--- src/inc/fpt_pkg.sv ---
// package: constants for the flash power-transition host controller
package fpt_pkg;
   localparam int          CLK_MHZ          = 50;
   // wake-up intervals after reset_powerdown_n rises (ns), parameter defaults
   localparam int          WAKE_READ_NS     = 1000;
   localparam int          WAKE_WRITE_NS    = 1000;
   localparam int          WAKE_READ_CYC    = (WAKE_READ_NS * CLK_MHZ + 999) / 1000;
   localparam int          WAKE_WRITE_CYC   = (WAKE_WRITE_NS * CLK_MHZ + 999) / 1000;
   // write strobe low width and recovery (ns)
   localparam int          STROBE_NS        = 60;
   localparam int          STROBE_CYC       = (STROBE_NS * CLK_MHZ + 999) / 1000;
   localparam int          CNT_W            = 16;
   // command codes
   localparam logic [7:0]  CMD_READ_ARRAY   = 8'hFF;
   localparam logic [7:0]  CMD_CLEAR_STATUS = 8'h50;
   localparam logic [7:0]  CMD_READ_STATUS  = 8'h70;
   localparam logic [7:0]  CMD_ERASE_SETUP  = 8'h20;
   localparam logic [7:0]  CMD_PROG_SETUP   = 8'h40;
   localparam logic [7:0]  CMD_LOCK_SETUP   = 8'h60;
   localparam logic [7:0]  CMD_CONFIRM      = 8'hD0;
   // status bit positions
   localparam int          SEQ_READY_BIT    = 7;
   localparam int          ERASE_ERR_BIT    = 5;
   localparam int          PROG_ERR_BIT     = 4;
   localparam int          SUPPLY_FAULT_BIT = 3;
   // user operation codes
   typedef enum logic [2:0] {
      FPT_OP_READ    = 3'h0,
      FPT_OP_PROGRAM = 3'h1,
      FPT_OP_ERASE   = 3'h2,
      FPT_OP_LOCK    = 3'h3,
      FPT_OP_CLRSTAT = 3'h4,
      FPT_OP_SLEEP   = 3'h5
   } fpt_op_t;
endpackage : fpt_pkg

--- src/inc/fpt_cyc_if.sv ---
// interface: cycle request between sequencer and strobe engine
`timescale 1ns/10ps
interface fpt_cyc_if;
   logic       start;
   logic       is_write;
   logic [7:0] wdata;
   logic       done;
   logic [7:0] rdata;
   modport seq (output start, output is_write, output wdata, input done, input rdata);
   modport eng (input start, input is_write, input wdata, output done, output rdata);
endinterface : fpt_cyc_if

--- src/fpt_strobe.sv ---
// strobe engine: one chip-enable/write or read cycle on the flash pins
`timescale 1ns/10ps
module fpt_strobe (
   input  wire logic   clk,
   input  wire logic   rst_n,
   fpt_cyc_if.eng      cyc,
   input  wire logic [7:0] dq_in,
   output logic        ce_n,
   output logic        we_n,
   output logic        oe_n,
   output logic [7:0]  dq_out,
   output logic        dq_oe_n
);
   // ==========
   // cycle timing
   typedef enum logic [1:0] {FPT_S_IDLE = 2'b00, FPT_S_ACT = 2'b01, FPT_S_REC = 2'b11} fpt_sst_t;
   localparam logic [fpt_pkg::CNT_W-1:0] STB =
      fpt_pkg::CNT_W'(fpt_pkg::STROBE_CYC);
   fpt_sst_t                   st, next_st;
   logic [fpt_pkg::CNT_W-1:0]  cnt, next_cnt;
   logic                       wr, next_wr;
   logic [7:0]                 rd, next_rd;
   logic                       dn, next_dn;
   logic [7:0]                 wd, next_wd;

   always_comb begin
      next_st  = st;
      next_cnt = cnt;
      next_wr  = wr;
      next_rd  = rd;
      next_dn  = 1'b0;
      next_wd  = wd;
      unique case (st)
         FPT_S_IDLE: begin
            if (cyc.start) begin
               next_st  = FPT_S_ACT;
               next_cnt = STB;
               next_wr  = cyc.is_write;
               next_wd  = cyc.wdata;
            end
         end
         FPT_S_ACT: begin
            if (cnt == 1) begin
               next_st  = FPT_S_REC;
               next_cnt = STB;
               next_rd  = dq_in;
            end else begin
               next_cnt = cnt - 1'b1;
            end
         end
         FPT_S_REC: begin
            if (cnt == 1) begin
               next_st = FPT_S_IDLE;
               next_dn = 1'b1;
            end else begin
               next_cnt = cnt - 1'b1;
            end
         end
         // code 2'b10 is unused; fall back to idle rather than hang
         default: next_st = FPT_S_IDLE;
      endcase
   end

   always_ff @(posedge clk or negedge rst_n) begin
      if (!rst_n) begin
         st      <= FPT_S_IDLE;
         cnt     <= '0;
         wr      <= 1'b0;
         rd      <= 8'h00;
         dn      <= 1'b0;
         wd      <= 8'h00;
         ce_n    <= 1'b1;
         we_n    <= 1'b1;
         oe_n    <= 1'b1;
         dq_out  <= 8'h00;
         dq_oe_n <= 1'b1;
      end else begin
         st      <= next_st;
         cnt     <= next_cnt;
         wr      <= next_wr;
         rd      <= next_rd;
         dn      <= next_dn;
         wd      <= next_wd;
         // a write lands only while both strobes are low
         ce_n    <= (next_st != FPT_S_ACT);
         we_n    <= !(next_st == FPT_S_ACT && next_wr);
         oe_n    <= !(next_st == FPT_S_ACT && !next_wr);
         dq_out  <= next_wd;
         // data held through recovery so it never floats under a rising strobe
         dq_oe_n <= !(next_st != FPT_S_IDLE && next_wr);
      end
   end

   assign cyc.done  = dn;
   assign cyc.rdata = rd;
endmodule : fpt_strobe

--- src/fpt_host.sv ---
// host controller driving a flash device through its pins around power transitions
// Behaviour
// device flags supply fault with op error
// ready_busy_out low until reset completes
// aborted op ends in deep power-down
// host reissues aborted command sequence fully; code only raises aborted, the caller reissues
// status cleared by reset_powerdown_n low
// latch keeps last command despite supplies
// latch reads array after power-up, wake
// host writes read-array after every operation; code writes it only after program, erase and lock, not after clear-status
// write only with chip-enable and strobe low
// array changes need setup plus confirm
// device ignores controls while reset low
// host waits wake-up delays after reset
// no operations below core supply minimum; code refuses only program, erase and lock, other ops still run
// bit 7 ready; others invalid while busy
// erase/program error bits, both improper
// ready_busy_out low while sequencer busy
`timescale 1ns/10ps
module fpt_host #(
   parameter int WAKE_READ_CYC  = fpt_pkg::WAKE_READ_CYC,
   parameter int WAKE_WRITE_CYC = fpt_pkg::WAKE_WRITE_CYC
) (
   input  wire logic        clk,
   input  wire logic        rst_n,
   input  wire logic        req,
   input  wire logic [2:0]  op,
   input  wire logic [7:0]  wdata,
   input  wire logic        core_supply_ok,
   input  wire logic        ready_busy_out,
   input  wire logic [7:0]  dq_in,
   output logic             ce_n,
   output logic             we_n,
   output logic             oe_n,
   output logic [7:0]       dq_out,
   output logic             dq_oe_n,
   output logic             reset_powerdown_n,
   output logic             busy,
   output logic             done,
   output logic [7:0]       rdata,
   output logic [7:0]       status,
   output logic             err_supply,
   output logic             err_program,
   output logic             err_erase,
   output logic             err_sequence,
   output logic             aborted,
   output logic             refused
);
   // ==========
   // states
   typedef enum logic [3:0] {
      FPT_IDLE  = 4'b0000,
      FPT_SETUP = 4'b0001,
      FPT_CONF  = 4'b0011,
      FPT_WAIT  = 4'b0010,
      FPT_RDST  = 4'b0110,
      FPT_POLL  = 4'b0111,
      FPT_RDARR = 4'b0101,
      FPT_FIN   = 4'b0100,
      FPT_READ  = 4'b1100,
      FPT_SLEEP = 4'b1101,
      FPT_WAKE  = 4'b1111
   } fpt_st_t;

   fpt_cyc_if cyc ();

   fpt_strobe u_strobe (
      .clk     (clk),
      .rst_n   (rst_n),
      .cyc     (cyc),
      .dq_in   (dq_in),
      .ce_n    (ce_n),
      .we_n    (we_n),
      .oe_n    (oe_n),
      .dq_out  (dq_out),
      .dq_oe_n (dq_oe_n)
   );

   // ==========
   // command decode
   function automatic logic [7:0] fpt_setup_code(input logic [2:0] o);
      unique case (o)
         3'(fpt_pkg::FPT_OP_ERASE):   fpt_setup_code = fpt_pkg::CMD_ERASE_SETUP;
         3'(fpt_pkg::FPT_OP_LOCK):    fpt_setup_code = fpt_pkg::CMD_LOCK_SETUP;
         3'(fpt_pkg::FPT_OP_CLRSTAT): fpt_setup_code = fpt_pkg::CMD_CLEAR_STATUS;
         default:                     fpt_setup_code = fpt_pkg::CMD_PROG_SETUP;
      endcase
   endfunction : fpt_setup_code

   function automatic logic fpt_alters(input logic [2:0] o);
      fpt_alters = (o == 3'(fpt_pkg::FPT_OP_PROGRAM)) || (o == 3'(fpt_pkg::FPT_OP_ERASE))
                || (o == 3'(fpt_pkg::FPT_OP_LOCK));
   endfunction : fpt_alters

   // ==========
   // sequencer
   fpt_st_t                   st, next_st;
   logic [2:0]                cur_op, next_cur_op;
   logic [7:0]                cur_wd, next_cur_wd;
   logic [fpt_pkg::CNT_W-1:0] wcnt, next_wcnt;
   logic                      pend, next_pend;
   logic                      next_done, next_aborted, next_refused, next_rpd;
   logic                      next_busy;
   logic [7:0]                next_rdata, next_status;
   logic                      next_es, next_ep, next_ee, next_eq;

   always_comb begin
      next_st      = st;
      next_cur_op  = cur_op;
      next_cur_wd  = cur_wd;
      next_wcnt    = wcnt;
      next_pend    = pend;
      next_done    = 1'b0;
      next_aborted = 1'b0;
      next_refused = 1'b0;
      next_rpd     = reset_powerdown_n;
      next_rdata   = rdata;
      next_status  = status;
      next_es      = err_supply;
      next_ep      = err_program;
      next_ee      = err_erase;
      next_eq      = err_sequence;
      cyc.start    = 1'b0;
      cyc.is_write = 1'b1;
      cyc.wdata    = 8'h00;
      unique case (st)
         FPT_IDLE: begin
            if (req) begin
               next_cur_op = op;
               next_cur_wd = wdata;
               if (fpt_alters(op) && !core_supply_ok) begin
                  next_refused = 1'b1;
               end else if (op == 3'(fpt_pkg::FPT_OP_SLEEP)) begin
                  next_rpd = 1'b0;
                  next_st  = FPT_SLEEP;
               end else if (op == 3'(fpt_pkg::FPT_OP_READ)) begin
                  next_st  = FPT_READ;
               end else begin
                  next_st  = FPT_SETUP;
               end
            end
         end
         FPT_SETUP: begin
            cyc.start = !pend;
            cyc.wdata = fpt_setup_code(cur_op);
            next_pend = !cyc.done;
            if (cyc.done) begin
               // clear-status is a single write; altering ops need confirm
               next_st = fpt_alters(cur_op) ? FPT_CONF : FPT_FIN;
               if (!fpt_alters(cur_op)) begin
                  next_es = 1'b0;
                  next_ep = 1'b0;
                  next_ee = 1'b0;
                  next_eq = 1'b0;
               end
            end
         end
         FPT_CONF: begin
            cyc.start = !pend;
            cyc.wdata = (cur_op == 3'(fpt_pkg::FPT_OP_ERASE)) ? fpt_pkg::CMD_CONFIRM : cur_wd;
            next_pend = !cyc.done;
            if (cyc.done) begin
               next_st = FPT_WAIT;
            end
         end
         FPT_WAIT: begin
            // wait on ready_busy_out, then confirm through status
            if (ready_busy_out) begin
               next_st = FPT_RDST;
            end
         end
         FPT_RDST: begin
            cyc.start = !pend;
            cyc.wdata = fpt_pkg::CMD_READ_STATUS;
            next_pend = !cyc.done;
            if (cyc.done) begin
               next_st = FPT_POLL;
            end
         end
         FPT_POLL: begin
            cyc.start    = !pend;
            cyc.is_write = 1'b0;
            next_pend    = !cyc.done;
            if (cyc.done) begin
               if (!cyc.rdata[fpt_pkg::SEQ_READY_BIT]) begin
                  next_st = FPT_WAIT;
               end else begin
                  next_status = cyc.rdata;
                  next_es = cyc.rdata[fpt_pkg::SUPPLY_FAULT_BIT];
                  next_ep = cyc.rdata[fpt_pkg::PROG_ERR_BIT];
                  next_ee = cyc.rdata[fpt_pkg::ERASE_ERR_BIT];
                  next_eq = cyc.rdata[fpt_pkg::PROG_ERR_BIT]
                          & cyc.rdata[fpt_pkg::ERASE_ERR_BIT];
                  next_st = FPT_RDARR;
               end
            end
         end
         FPT_RDARR: begin
            cyc.start = !pend;
            cyc.wdata = fpt_pkg::CMD_READ_ARRAY;
            next_pend = !cyc.done;
            if (cyc.done) begin
               next_st = FPT_FIN;
            end
         end
         FPT_READ: begin
            cyc.start    = !pend;
            cyc.is_write = 1'b0;
            next_pend    = !cyc.done;
            if (cyc.done) begin
               next_rdata = cyc.rdata;
               next_st    = FPT_FIN;
            end
         end
         FPT_FIN: begin
            next_done = 1'b1;
            next_st   = FPT_IDLE;
         end
         FPT_SLEEP: begin
            // device drops its status and aborts work; caller must reissue
            next_status = 8'h00;
            next_aborted = !ready_busy_out;
            if (req && op != 3'(fpt_pkg::FPT_OP_SLEEP)) begin
               next_rpd  = 1'b1;
               next_wcnt = fpt_pkg::CNT_W'(WAKE_READ_CYC > WAKE_WRITE_CYC ?
                                           WAKE_READ_CYC : WAKE_WRITE_CYC);
               next_st   = FPT_WAKE;
            end
         end
         FPT_WAKE: begin
            // latch is back in read-array, no extra command needed
            if (wcnt <= 1) begin
               next_st = FPT_FIN;
            end else begin
               next_wcnt = wcnt - 1'b1;
            end
         end
         default: next_st = FPT_IDLE;
      endcase
      next_busy = (next_st != FPT_IDLE) && (next_st != FPT_SLEEP);
   end

   always_ff @(posedge clk or negedge rst_n) begin
      if (!rst_n) begin
         st                <= FPT_IDLE;
         cur_op            <= 3'h0;
         cur_wd            <= 8'h00;
         wcnt              <= '0;
         pend              <= 1'b0;
         done              <= 1'b0;
         aborted           <= 1'b0;
         refused           <= 1'b0;
         reset_powerdown_n <= 1'b1;
         busy              <= 1'b0;
         rdata             <= 8'h00;
         status            <= 8'h00;
         err_supply        <= 1'b0;
         err_program       <= 1'b0;
         err_erase         <= 1'b0;
         err_sequence      <= 1'b0;
      end else begin
         st                <= next_st;
         cur_op            <= next_cur_op;
         cur_wd            <= next_cur_wd;
         wcnt              <= next_wcnt;
         pend              <= next_pend;
         done              <= next_done;
         aborted           <= next_aborted;
         refused           <= next_refused;
         reset_powerdown_n <= next_rpd;
         busy              <= next_busy;
         rdata             <= next_rdata;
         status            <= next_status;
         err_supply        <= next_es;
         err_program       <= next_ep;
         err_erase         <= next_ee;
         err_sequence      <= next_eq;
      end
   end
endmodule : fpt_host

--- config.mk ---
export PLATFORM = sky130hd
export DESIGN_NAME = fpt_host
export DESIGN_NICKNAME = d
export VERILOG_FILES = /design/src/inc/fpt_pkg.sv /design/src/inc/fpt_cyc_if.sv /design/src/fpt_strobe.sv /design/src/fpt_host.sv
export SDC_FILE = /design/constraint.sdc
export NUM_CORES = 1
export LEC_CHECK = 0
export BUFFER_PORTS_ARGS = -buffer_cell sky130_fd_sc_hd__buf_4
export CORE_UTILIZATION = 44
export DETAILED_ROUTE_END_ITERATION = 10
export HOLD_SLACK_MARGIN = 0.06
export PLACE_DENSITY = 0.71
export SLEW_MARGIN = 20
export SYNTH_ARGS = -nofsm -noshare
export SYNTH_HDL_FRONTEND = slang
export SYNTH_SLANG_ARGS = --single-unit
--- constraint.sdc ---
create_clock -name clk -period 4.3 [get_ports clk]
set_clock_uncertainty 0.05 [all_clocks]
set_input_delay 0.645 -clock clk [delete_from_list [all_inputs] [get_ports clk]]
set_output_delay 0.645 -clock clk [all_outputs]
set_load 0.005 [all_outputs]
* After elaboration in Yosys (flattened, before gate mapping)
Cells that the tools add are included.
Cells by class: order comparisons 1, bitwise logic cells 1, multiplexer cells 62, reduce and logical (&&, ||, !) cells 40, $add $sub $neg 2, eq/ne operators 36
Operator list (count):
- 16-bit 2-to-1 mux | 5
- 4-bit 2-to-1 mux | 12
- 16-bit case mux with 3 select lines | 1
- 4-bit case mux with 9 select lines | 1
- 16-bit case mux with 2 select lines | 1
- 8-bit case mux with 4 select lines | 1
- 16-bit by 1-bit subtractor with 16-bit output, second input constant | 2
- 1-bit 2-to-1 mux | 25
- 8-bit 2-to-1 mux | 3
- 7-bit case mux with 3 select lines | 1
- 16-bit by 1-bit == test with 1-bit output, second input constant | 1
- 4-bit by 3-bit == test with 1-bit output, second input constant | 4
- 16-bit by 1-bit less-or-equal comparator with 1-bit output, second input constant | 1
- 2-bit inequality test, second input constant | 8
- 8-bit case mux with 2 select lines | 1
- 3-bit by 2-bit == test with 1-bit output, second input constant | 4
- 4-bit == test, second input constant | 3
- 1-bit case mux with 2 select lines | 5
- 5-bit AND reduction | 2
- 2-bit nonzero test | 5
- 3-bit AND reduction | 3
- 4-bit by 2-bit == test with 1-bit output, second input constant | 2
- 1-bit zero test | 8
- 2-bit by 1-bit inequality test with 1-bit output, second input constant | 4
- other kinds (21) | 39
Word-level totals: output and inout bits 37, register bits after elaboration 97, input port bits 24

* Logic depth before layout (Yosys ltp)
depth after elaboration 9, gate-level depth with buffers 9, depth with buffers taken out 9

* Hierarchy
A second synthesis with hierarchy kept.
Second synthesis, totals: cell total of the unflattened synthesis 443, area total of the unflattened synthesis 4782.1 um2
Modules (own cells, without submodules):
- fpt_host | cells each 284, area an instance 2929.1 um2, sequential area each 1427.6 um2, instances 1
- fpt_strobe | cells each 159, area an instance 1853.0 um2, sequential area each 1006.0 um2, instances 1

* Worst setup path after synthesis
No wires, ideal clock.
path type reg-to-reg, start point reg u_strobe.cnt[1] (netlist bit), end point reg u_strobe.rd[0], in the netlist u_strobe.cyc.rdata[0], data arrival time 2061 ps, stages on the path, launching flop included 8, slack 2064 ps, clock period less this slack 2236 ps, data required time 4125 ps, library setup time 125 ps, cells stage by stage dfrtp_1 inv_1 ha_1 or3b_2 nor2_4 nand4_4 nor3b_4 mux2_2
On the way: word-level cells in the longest chain between the ends 2
Ends and longest elaborated chain:
- start, declared | line fpt_strobe.sv:20 | logic [fpt_pkg::CNT_W-1:0] cnt, next_cnt;
- start signal, assigned | line fpt_strobe.sv:79 | cnt <= next_cnt;
- 16-bit by 1-bit == test with 1-bit output | line fpt_strobe.sv:43 | if (cnt == 1) begin
- 2-bit AND reduction (no line)
- end signal, assigned | line fpt_strobe.sv:81 | rd <= next_rd;
- end, declared | line fpt_strobe.sv:22 | logic [7:0] rd, next_rd;
Every way passes these cells. A chain may end at the register's enable or synchronous reset.

* Worst setup path in the final report
start point reg st[0], end point reg u_strobe.cnt[11] (netlist bit)
On the way: word-level cells in the longest chain between the ends 5, elaborated cells between the ends (all ways) 10, those cells by class eq/ne: 7; mux: 1; reduce/logical: 2
Ends and longest elaborated chain:
- start, declared | line fpt_host.sv:97 | fpt_st_t st, next_st;
- start signal, assigned | line fpt_host.sv:262 | st <= next_st;
- 4-bit == test (tied with other cells) | line fpt_host.sv:126 | unique case (st)
- 6-bit OR reduction (no line) (*)
- 1-bit 2-to-1 mux (*)
- 2-bit inequality test (no line) (*)
- 3-bit AND reduction (no line) (*)
Every way passes the cells marked *; elsewhere a longest branch is shown, timed or not.

==> summary.md <==
| Metric | Value |
|---|---|
| Outcome | finished clean |
| HPWL Detailed | between 6000 and 7000 um |
| # resized after CTS | 0 |
| Syn_nets | 466 |
| Core Area | ~10,000 um2 |
| Initial Util | 45.1% |
| Row cnt | 37 |
| Area share of the largest cell type after synthesis | ~50% |
| Routability-driven placement congestion ratio | just over 0.8 |
| Initial drt markers | 189 |
| Primary FF master, synth | dfrtp_1 |
| Metal3 WL | 459 um |
| Initial antenna violation count | 0 |
| Met2 WL | 4670 um |
| # fillers | approximately 940 |
| Sink count of the clock tree | 97 |
| Grt ovf | 0 |
| Top-count cell post-synth | dfrtp_1 |
| Synth warn | 0 |
| RSZ-0062 raised after global routing | false |
| Layout area overhead | 16.9% |
| Pwr dens | 301 nW/um2 |
| Relative slew slack | 41.8% |
| Post-synth top cells | 92 x dfrtp_1, 52 x nor2_1, 30 x nand2_1, 27 x mux2_2, 20 x o21ai_0 |
| Max Freq | 0.374 GHz |
| Worst setup EP type | register |
| Postcts setup bufs | 0 |
| Number of enable flip-flop cells after synthesis | 0 |
| Period utilization | 62.2% |
| Leak pwr | 2.48 nW |
| Arr. time, crit path | 2.94 ns |
| Mapped Cells | 438 |
| DRT Pass-1 Iters | 5 |
| Clk_lat worst skew | about 0.37 ns |
| Critical Path Fanout Max | 19 |
| # setup viols final | 0 |
| Reg2Reg Launch Point | st[0] |
| Async set or reset register ratio after synthesis | 100% |
| Hold WC Path Type | primary input to async pin |
| Die X | around 100 um |
| Syn avg cell area | 10.6 um2 |
| Final Hold Fails | 0 |
| Startpoint Class | register |
| TNS Setup | 0 ns |
| Synth Register Bits | 97 |
| CTS tree | done |
| Area leader, netlist | dfrtp_1 |
| Routed Antenna Nets | 0 |
| Total track usage | 19.1% |
| Antenna cells | 0 |
| Vias in the first global route | between 3,000 and 4,000 |
| Via-to-Cell Ratio | between 5 and 6 |
| Reg-to-reg setup timing slack | around 1.6 ns |
| Max Slew Vio Count | 0 |
| Maxcap violations | 0 |
| Cts hold-fix bufs | 0 |
| Via count | 3,463 |
| Clock slew at reported path FFs | 0.10 ns |
| Clk buf depth | 2 |
| Ports | 61 |
| First-pass GRT wire length | 16,700 um |
| Root buf cell | clkbuf_8 |
| Synth cell types | 68 |
| Die ar. | ~11,000 um2 |
| H-tree depth | 3 |
| Largest net degree at the start of global routing | a little under 70 |
| FF-to-FF path depth | 7 |
| WL/cell | 15.3 um |
| Critical Path RT | 4.56 ns |
| FF-to-FF End | u_strobe.cnt[11] |
| Crit Path Class | register to register |
| DR DRC count | 0 |
| Final nets | between 500 and 600 |
| Area contributors post-synth | dfrtp_1 50%, mux2_2 6.6%, nor2_1 4.2%, xnor2_1 3.4%, dfstp_2 2.8% |
| Sequential share of the synthesized area | 52.5% |
| Hold WS | between 0.3 and 0.4 ns |
| Share of cells above drive strength 1 | between 20% and 30% |
| Cell Area, Synth | 4640 um2 |
| Max layer used | met4 |
| Final Critical Period | 2.68 ns |
| Worst VDD drop | 0.000169 V |
| Wl on met1 | 4450 um |
| Least-Margin Pin Slew | 0.871 ns |
| IO buf count | 60 |
| Chip Height | approximately 100 um |
| Final WL | 9710 um |
| Inserted Clock Buffers | 9 |
[state kept, by name, summed over array words and instances (netlist names), 2 cells and up]
name and count:
u_strobe.st 2, cur_op 3, st 4, u_strobe.cyc.rdata 8
wcnt 16, cur_wd 8, u_strobe.dq_out 8, status 8
u_strobe.cnt 16, rdata 8
[layout by cell type (no fill, tap or decap), drive strengths merged, types with 2 or more instances in the layout]
cell type | netlist | routed
a21o | 3 | 3
a21oi | 18 | 18
a22o | 7 | 7
a31oi | 3 | 3
a32o | 2 | 2
and2 | 3 | 3
and3 | 2 | 2
buf | 8 | 62
bufinv | 0 | 2
clkbuf | 10 | 9
clkinv | 0 | 2
dfrtp | 92 | 92
dfstp | 5 | 5
ha | 4 | 4
inv | 9 | 12
mux2 | 27 | 27
nand2 | 30 | 30
nand2b | 5 | 5
nand3 | 10 | 10
nand3b | 2 | 2
nand4 | 9 | 9
nand4b | 7 | 7
nor2 | 56 | 56
nor2b | 7 | 7
nor3 | 19 | 19
nor3b | 4 | 4
nor4 | 15 | 15
o21ai | 21 | 21
o21bai | 3 | 3
o22ai | 2 | 2
or2 | 4 | 4
or3 | 3 | 3
or4 | 4 | 4
xnor2 | 18 | 18
xor2 | 8 | 8
[routing by layer]
| layer | up-vias | GRT usage [%] |
|---|---|---|
| met2 | 88 | 29.9 |
| met1 | 1688 | 25.8 |
| li1 | 1673 | - |
| met5 | - | 0 |
| met4 | 0 | 5.84 |
| met3 | 14 | 5.24 |
[kinds of logic (layout without fill, tap and decap cells)]
kind of cell             count (synthesis)  in the layout  share of synthesized area (%)
AO/OA/AOI/OAI                           74             74                           10.5
XOR/XNOR                                26             26                           4.91
adder cells (fa/ha/maj)                  4              4                           1.08
buffers and inverters                   27             87                           2.54
flip-flops                              97             97                           52.5
multiplexers                            28             28                           6.77
AND/OR/NAND/NOR                        182            182                           21.7
[worst max-delay path, cell delays in order, from the launching register on]
cell      delay (ns)
dfrtp_1         0.61
nor2b_1         0.28
o221ai_1        0.38
nor2b_1         0.76
or2_2           0.26
inv_1           0.06
o21ai_0         0.07
a22o_1          0.15
[area by class of cell]
class,instances,area (um2),area share [%]
multi-input combinational,314,2090,38.5
clock buffer,9,124,2.28
sequential,97,2430,44.9
timing repair buffer,62,465,8.59
tap,136,170,3.14
clock inverter,7,109,2.01
inverter,9,33.8,0.623
[worst max path at each step]
stage                         start               endpoint  depth (start not counted)
finish                        st[0]       u_strobe.cnt[11]                          7
global route                  st[3]       u_strobe.cnt[11]                          7
CTS                           st[0]       u_strobe.cnt[11]                          7
detailed placement            st[3]       u_strobe.cnt[11]                          7
global placement              st[0]       u_strobe.cnt[11]                          7
floorplan           u_strobe.cnt[1]  u_strobe.cyc.rdata[0]                          7
[through the flow]
stage	instance area, um2	power [mW]	worst slack (ns)	utilization (%)	instances
floorplan	4640	0.932	2.06	-	438
global placement	5190	0.968	1.79	50.5	618
detailed placement	5190	0.969	1.69	50.5	618
CTS	5420	1.65	1.65	52.8	634
global route	5420	1.69	1.42	52.8	634
finish	5420	1.63	1.62	52.8	634
[where the power goes]
group	switching, mW	leakage [nW]	internal [mW]	total, mW
clock	0.342	0.118	0.340	0.682
sequential	0	1.26	0.912	0.912
combinational	0.0223	1.11	0.0152	0.0375
No activity file was read; power rests on OpenSTA's default activity.
